$ cat src/hw/cpu_exec_consts.vh
// constants for the add, and, bit clear and branch execution slice
// Summary of operation
// - port self-update reads live pin levels
// - timer zero write clears assigned prescaler
// - taken branch adds one no-operation cycle
// - lone second instruction word is no-operation
// - register add updates five arithmetic flags
// - destination bit zero picks working register
// - access bit picks quick bank or banked
// - extended set low offsets use indexed addressing
// - add with carry sums three operands
// - carry and negative branches jump when set
// - taken branch target is pc+2+2n
// - bit clear changes one bit, no flags
`ifndef CPU_EXEC_CONSTS_VH
`define CPU_EXEC_CONSTS_VH
// opcode fields
`define OPC6_ADD_REG        6'h09
`define OPC6_ADD_CARRY_REG  6'h08
`define OPC6_AND_REG        6'h05
`define OPC8_ADD_LITERAL    8'h0F
`define OPC8_AND_LITERAL    8'h0B
`define OPC8_BRANCH_CARRY   8'hE2
`define OPC8_BRANCH_NEG     8'hE6
`define OPC4_BIT_CLEAR      4'h9
`define OPC4_SECOND_WORD    4'hF
// instruction field positions
`define DEST_BIT            9
`define ACCESS_BIT          8
// addressing
`define ACCESS_SPLIT        8'h80
`define ACCESS_HIGH_PAGE    4'hF
`define INDEXED_LIMIT       8'h5F
`define PORT_REG_ADDR       12'hF81
`define TIMER_ZERO_ADDR     12'hFD6
// status bit positions
`define FLAG_C              0
`define FLAG_DC             1
`define FLAG_Z              2
`define FLAG_OV             3
`define FLAG_N              4
// reset values and program counter step
`define RESET_PC            21'h000000
`define RESET_W             8'h00
`define RESET_STATUS        5'h00
`define PC_STEP             21'h000002
`endif

$ cat src/hw/cpu_add_and_branch_exec.v
// execution slice: add, and, bit clear and carry/negative branches
`timescale 1ns/10ps
`default_nettype none
`include "cpu_exec_consts.vh"

module cpu_add_and_branch_exec #(
  parameter ADDR_W = 12,
  parameter PC_W   = 21
) (
  // clock and reset
  input  wire              sys_clk_in,
  input  wire              reset_in,
  // program memory
  input  wire [15:0]       instr_in,
  output reg  [PC_W-1:0]   pc_out,
  // data memory
  input  wire [7:0]        dmem_rdata_in,
  output reg  [ADDR_W-1:0] dmem_addr_out,
  output reg  [7:0]        dmem_wdata_out,
  output reg               dmem_we_out,
  // configuration
  input  wire              ext_set_in,
  input  wire [3:0]        bank_select_reg_in,
  input  wire [ADDR_W-1:0] index_base_in,
  input  wire              prescaler_assigned_in,
  // port pins
  input  wire [7:0]        port_pins_in,
  // core state
  output reg  [7:0]        working_reg_out,
  output reg  [4:0]        status_out,
  output reg               prescaler_clear_out,
  output reg               nop_cycle_out
);

  ////////////////////////////////////////////////////////////////////////
  // phase states
  localparam [3:0] PH_Q1 = 4'b0001;
  localparam [3:0] PH_Q2 = 4'b0010;
  localparam [3:0] PH_Q3 = 4'b0100;
  localparam [3:0] PH_Q4 = 4'b1000;

  reg [3:0]  phase_q;
  reg [15:0] ir_q;
  reg        kill_q;
  reg [7:0]  opnd_q;
  reg [8:0]  sum_q;
  reg        dc_q;
  reg [7:0]  res_q;
  reg [7:0]  pin_meta_q;
  reg [7:0]  pin_sync_q;

  ////////////////////////////////////////////////////////////////////////
  // pin synchroniser
  always @(posedge sys_clk_in) begin
    if (reset_in) begin
      pin_meta_q <= 8'h00;
      pin_sync_q <= 8'h00;
    end else begin
      pin_meta_q <= port_pins_in;
      pin_sync_q <= pin_meta_q;
    end
  end

  ////////////////////////////////////////////////////////////////////////
  // decode of the latched word
  wire is_add_reg   = ~kill_q & (ir_q[15:10] == `OPC6_ADD_REG);
  wire is_addc_reg  = ~kill_q & (ir_q[15:10] == `OPC6_ADD_CARRY_REG);
  wire is_and_reg   = ~kill_q & (ir_q[15:10] == `OPC6_AND_REG);
  wire is_add_lit   = ~kill_q & (ir_q[15:8] == `OPC8_ADD_LITERAL);
  wire is_and_lit   = ~kill_q & (ir_q[15:8] == `OPC8_AND_LITERAL);
  wire is_br_carry  = ~kill_q & (ir_q[15:8] == `OPC8_BRANCH_CARRY);
  wire is_br_neg    = ~kill_q & (ir_q[15:8] == `OPC8_BRANCH_NEG);
  wire is_bit_clear = ~kill_q & (ir_q[15:12] == `OPC4_BIT_CLEAR);
  // second words and other encodings fall through as no-operation
  wire is_reg_op = is_add_reg | is_addc_reg | is_and_reg | is_bit_clear;
  wire is_lit_op = is_add_lit | is_and_lit;
  wire is_add    = is_add_reg | is_addc_reg | is_add_lit;
  wire is_and    = is_and_reg | is_and_lit;
  wire to_file   = is_bit_clear | ((is_add_reg | is_addc_reg | is_and_reg)
                   & ir_q[`DEST_BIT]);
  wire to_w      = is_lit_op | ((is_add_reg | is_addc_reg | is_and_reg)
                   & ~ir_q[`DEST_BIT]);
  wire br_taken  = (is_br_carry & status_out[`FLAG_C])
                 | (is_br_neg & status_out[`FLAG_N]);

  ////////////////////////////////////////////////////////////////////////
  // effective data address from the word on the bus
  wire [7:0] f_field  = instr_in[7:0];
  wire       a_field  = instr_in[`ACCESS_BIT];
  reg  [ADDR_W-1:0] eff_addr;
  always @* begin
    eff_addr = {ADDR_W{1'b0}};
    if (a_field) begin
      eff_addr = {bank_select_reg_in, f_field};
    end else if (ext_set_in && (f_field <= `INDEXED_LIMIT)) begin
      eff_addr = index_base_in + {4'h0, f_field};
    end else if (f_field < `ACCESS_SPLIT) begin
      eff_addr = {4'h0, f_field};
    end else begin
      eff_addr = {`ACCESS_HIGH_PAGE, f_field};
    end
  end

  ////////////////////////////////////////////////////////////////////////
  // arithmetic
  wire [7:0] src_b   = is_lit_op ? ir_q[7:0] : opnd_q;
  wire       cin     = is_addc_reg & status_out[`FLAG_C];
  wire [8:0] sum_d   = {1'b0, working_reg_out} + {1'b0, src_b}
                     + {8'h00, cin};
  wire [4:0] lo_sum  = {1'b0, working_reg_out[3:0]} + {1'b0, src_b[3:0]}
                     + {4'h0, cin};
  wire [7:0] clr_msk = ~(8'h01 << ir_q[11:9]);
  reg  [7:0] res_d;
  always @* begin
    res_d = 8'h00;
    if (is_add) begin
      res_d = sum_d[7:0];
    end else if (is_and) begin
      res_d = working_reg_out & src_b;
    end else if (is_bit_clear) begin
      res_d = opnd_q & clr_msk;
    end
  end
  wire ov_d = (working_reg_out[7] == src_b[7])
            & (sum_q[7] != working_reg_out[7]);

  ////////////////////////////////////////////////////////////////////////
  // branch target
  wire [PC_W-1:0] br_off = {{(PC_W-9){ir_q[7]}}, ir_q[7:0], 1'b0};
  wire [PC_W-1:0] br_tgt = pc_out + `PC_STEP + br_off;

  ////////////////////////////////////////////////////////////////////////
  // flag update for the write phase
  reg [4:0] status_d;
  always @* begin
    status_d = status_out;
    if (is_add) begin
      status_d[`FLAG_C]  = sum_q[8];
      status_d[`FLAG_DC] = dc_q;
      status_d[`FLAG_OV] = ov_d;
    end
    if (is_add | is_and) begin
      status_d[`FLAG_N] = res_q[7];
      status_d[`FLAG_Z] = (res_q == 8'h00);
    end
  end

  ////////////////////////////////////////////////////////////////////////
  // program counter and forced no-operation cycle
  reg [PC_W-1:0] pc_d;
  reg            kill_d;
  reg            nop_d;
  always @* begin
    pc_d   = pc_out + `PC_STEP;
    kill_d = 1'b0;
    nop_d  = 1'b0;
    if (br_taken) begin
      pc_d   = br_tgt;
      kill_d = 1'b1;
      nop_d  = 1'b1;
    end else if (kill_q) begin
      // the word fetched behind a taken branch is dropped
      pc_d   = pc_out;
    end
  end

  ////////////////////////////////////////////////////////////////////////
  // phase sequencer
  always @(posedge sys_clk_in) begin
    if (reset_in) begin
      phase_q <= PH_Q1;
    end else begin
      case (phase_q)
        PH_Q1: begin
          phase_q <= PH_Q2;
        end
        PH_Q2: begin
          phase_q <= PH_Q3;
        end
        PH_Q3: begin
          phase_q <= PH_Q4;
        end
        PH_Q4: begin
          phase_q <= PH_Q1;
        end
        default: begin
          phase_q <= PH_Q1;
        end
      endcase
    end
  end

  wire in_q1 = (phase_q == PH_Q1);
  wire in_q2 = (phase_q == PH_Q2);
  wire in_q3 = (phase_q == PH_Q3);
  wire in_q4 = (phase_q == PH_Q4);

  ////////////////////////////////////////////////////////////////////////
  // decode phase: latch the word and the data address
  always @(posedge sys_clk_in) begin
    if (reset_in) begin
      ir_q          <= 16'h0000;
      dmem_addr_out <= {ADDR_W{1'b0}};
    end else if (in_q1) begin
      ir_q          <= instr_in;
      dmem_addr_out <= eff_addr;
    end
  end

  ////////////////////////////////////////////////////////////////////////
  // read phase: the port address reads the synchronised pins
  always @(posedge sys_clk_in) begin
    if (reset_in) begin
      opnd_q <= 8'h00;
    end else if (in_q2) begin
      if (dmem_addr_out == `PORT_REG_ADDR) begin
        opnd_q <= pin_sync_q;
      end else begin
        opnd_q <= dmem_rdata_in;
      end
    end
  end

  ////////////////////////////////////////////////////////////////////////
  // process phase
  always @(posedge sys_clk_in) begin
    if (reset_in) begin
      res_q <= 8'h00;
      sum_q <= 9'h000;
      dc_q  <= 1'b0;
    end else if (in_q3) begin
      res_q <= res_d;
      sum_q <= sum_d;
      dc_q  <= lo_sum[4];
    end
  end

  ////////////////////////////////////////////////////////////////////////
  // write phase: data memory port and prescaler clear
  always @(posedge sys_clk_in) begin
    if (reset_in) begin
      dmem_wdata_out      <= 8'h00;
      dmem_we_out         <= 1'b0;
      prescaler_clear_out <= 1'b0;
    end else begin
      dmem_we_out         <= 1'b0;
      prescaler_clear_out <= 1'b0;
      if (in_q4 && to_file) begin
        dmem_wdata_out <= res_q;
        dmem_we_out    <= 1'b1;
        if ((dmem_addr_out == `TIMER_ZERO_ADDR)
            && prescaler_assigned_in) begin
          prescaler_clear_out <= 1'b1;
        end
      end
    end
  end

  ////////////////////////////////////////////////////////////////////////
  // write phase: working register, flags and program counter
  always @(posedge sys_clk_in) begin
    if (reset_in) begin
      working_reg_out <= `RESET_W;
      status_out      <= `RESET_STATUS;
      pc_out          <= `RESET_PC;
      kill_q          <= 1'b0;
      nop_cycle_out   <= 1'b0;
    end else if (in_q4) begin
      if (to_w) begin
        working_reg_out <= res_q;
      end
      status_out    <= status_d;
      pc_out        <= pc_d;
      kill_q        <= kill_d;
      nop_cycle_out <= nop_d;
    end
  end

endmodule // cpu_add_and_branch_exec
`default_nettype wire

$ cat config.mk
export PLATFORM = sky130hd
export DESIGN_NAME = cpu_add_and_branch_exec
export DESIGN_NICKNAME = d
export VERILOG_FILES = /design/src/hw/cpu_add_and_branch_exec.v
export VERILOG_INCLUDE_DIRS = /design/src /design/src/hw
export SDC_FILE = /design/constraint.sdc
export NUM_CORES = 1
export LEC_CHECK = 0
export BUFFER_PORTS_ARGS = -buffer_cell sky130_fd_sc_hd__buf_2
export CAP_MARGIN = 15
export CORE_MARGIN = 2
export CORE_UTILIZATION = 59
export CTS_BUF_LIST = sky130_fd_sc_hd__clkbuf_4 sky130_fd_sc_hd__clkbuf_8
export DETAILED_ROUTE_END_ITERATION = 7
export PLACE_DENSITY = 0.86
export SLEW_MARGIN = 25
export SYNTH_ARGS = -nofsm -noshare
export SYNTH_HDL_FRONTEND = slang
export SYNTH_SLANG_ARGS = --single-unit
$ cat constraint.sdc
create_clock -name sys_clk_in -period 3.79 [get_ports sys_clk_in]
set_clock_uncertainty 0.05 [all_clocks]
set_input_delay 0.1895 -clock sys_clk_in [delete_from_list [all_inputs] [get_ports sys_clk_in]]
set_output_delay 0.1895 -clock sys_clk_in [all_outputs]
set_load 0.05 [all_outputs]
==> metrics <==
VDD IR-drop max=0.000330 V; CP max FO=8; fmax=279 MHz; synth warn=0; largest net degree at the start of global routing=61; final worst-path cycle share=94.7%; gr usage total=28.2%; Clock Root Buffer=clkbuf_8; clk_lat worst skew=410 ps; die width=111 um; top-count cell post-synth=dfxtp_1; CTS clock-pin slew for the worst setup and hold paths=110 ps; Final Total Pwr=2.95 mW; Startpoint Class=flip-flop; type of the worst setup path=flip-flop to flip-flop; status=finished clean; CORE AREA=11,300 um2; CP Cell Sequence=or3_4, nor2b_1, mux2_2, fa_1, inv_1, fa_1, inv_1, a21o_1, a21oi_1, o21bai_1, a21oi_1, xnor2_1, a221oi_1, nor2_1; CP delay by family, top=compound AO/OA/AOI/OAI gates; Die ar.=12,300 um2; FFs w/ async S/R, synth=0%; Initial Util=59.8%; power per cell area=373 nW/um2; Vias/cell=6.03; Nets=1,033; Detailed Route WL=17.8 mm; leakage power=3.45 nW; Fill cells=903; Placement Setup Slack=211 ps; first-pass GRT wire length=28.7 mm; Area contributors post-synth=dfxtp_1, ha_1, nor2_1, mux2i_1, nand2_1; EDFF count, synth=0; Register Area=2230 um2; TritonCTS Buffers=9; Die Span Y=111 um; Pre-antenna DRT Iters=5; max cap viols=0; total global routing overflow=0; Std-Cell Rows=39; post-synthesis sequential area ratio=32.8%; H-tree Lvls=3; Avg WL per Cell=16.4 um; initial antenna violation count=0; boundary pin count=109; Finished Layout Cells=1,085; Post-CTS Setup Repair Bufs=0; CTS sink cnt=111; most common library cells after synthesis=dfxtp_1, nor2_1, nand2_1, a21oi_1, ha_1; synthesized area=6770 um2; post-DP HPWL=12.7 mm; class of the worst hold path=primary input to flip-flop; max-slew headroom at the worst pin=33.9%; Syn Nets=918; Via Count=6,538; Detailed Route Iter0 Violations=601; endpoints failing setup=0; Avg Cell Area, Syn=8.23 um2; final hold viol count=0; Syn Inst Count=822; DRC Markers=0; antenna cells=0; Max Root-Sink Buffers=2; Main synth FF type=dfxtp_1; RSZ-0062 raised after global routing=true; fin crit period=3590 ps; Setup WS post-layout=202 ps; crit path capture type=flip-flop; post-placement cell count=1,054; Slew @ Worst Pin=989 ps; Detail Route Antenna Nets=0; Slew Viols, Final=0; Worst EP required=4050 ps; slowest stage delay, CP=450 ps; Worst Path Arrival=3840 ps; vias in the first global route=6,029; register bit total from synthesis=111; Critical-path top delay cell=or3_4; share of the synthesized area in the top cell type=32.8%; WP buf/inv=2; post-synthesis cell type with the largest combined area=dfxtp_1; CTS tree=done; port bufs=107; share of post-route cells with drive strength above 1=19.2%; Area Growth Syn to Fin=16.9%; Synth cell types=67; final RePlAce weighted congestion=1.03; Multi-input gate area=4350 um2
-- power breakdown --
| group | switching, mW | internal [mW] |
|---|---|---|
| sequential | 0.107 | 1.25 |
| clock | 0.431 | 0.399 |
| combinational | 0.485 | 0.270 |
| total | 1.02 | 1.92 |
-- worst min-delay path, stage by stage --
cell and delay, ps:
buf_2 120, nand2_1 60, a21oi_1 50
-- sequential cells by signal, indices dropped and copies added (netlist names) --
register	count
dc_q	1
dmem_addr_out	12
dmem_wdata_out	8
dmem_we_out	1
ir_q	16
kill_q	1
opnd_q	8
pc_out	20
phase_q	4
pin_meta_q	8
pin_sync_q	8
prescaler_clear_out	1
res_q	8
status_out	5
sum_q	2
working_reg_out	8
-- repair_timing --
item / in CTS / in global routing
setup endpoints to repair: 0 / 5
endpoints found under the hold margin: 15 / 0
gates resized for setup: 0 / 6
hold buffers: 15 / 0
-- layout by cell type (no fill, tap or decap), types with 23 or more instances in the layout --
master    netlist  final
nor2_1         98     97
dfxtp_1       111    108
nand2_1        81     81
buf_2           5    106
a21oi_1        59     59
inv_1          23     23
a211oi_1       24     24
o21ai_0        36     35
nand3_1        25     25
xnor2_1        30     30
mux2i_1        35     35
ha_1           40     39
nor2b_1        24     24
-- per-stage QoR --
stage	hold WS, ps	utilization (%)	TNS, ps	instance area [um2]
floorplan	268	-	0	6770
global placement	348	66.2	0	7490
detailed placement	352	66.2	0	7500
CTS	3.67	69.6	0	7880
global route	17.3	69.9	-11.5	7910
finish	13.4	69.9	0	7910
-- final cells by class --
class / instances / share of cell area (%)
well taps: 143 / 2.26
flip-flops and latches: 111 / 28.1
clock inverters: 6 / 1.25
clock buffers: 10 / 1.74
multi-input cells: 651 / 55.0
repair buffers: 141 / 10.5
inverters: 23 / 1.09
-- worst paths after layout --
path,startpoint,endpoint,slack (ps),cells past startpoint
hold / removal,instr_in[2],ir_q[2]$_SDFFE_PP0P_,10,3
setup / recovery,kill_q$_SDFFE_PP0P_,res_q[6]$_SDFFE_PP0N_,200,14
setup reg to reg,kill_q$_SDFFE_PP0P_,res_q[6]$_SDFFE_PP0N_,200,14
hold reg to reg,pin_meta_q[3]$_SDFF_PP0_,pin_sync_q[3]$_SDFF_PP0_,400,1
-- cells by family after synthesis --
group / synth area share [%]
other: 0.0554
AOI/OAI and AO/OA: 18.9
DFF: 32.8
adders and majority gates: 8.58
buffers and inverters: 3.59
muxes: 6.67
and+or+nand+nor: 22.9
xor gates and xnor gates: 6.47
-- metal layers --
metal	part of all wire, %	track usage [%]	vias to the layer above
met2	46	46.3	268
met5	0	0	-
met3	6.8	4.81	45
met1	44	37.1	3059
met4	3.0	10.9	0
li1	-	-	3166
No activity file was read; power rests on OpenSTA's default activity.
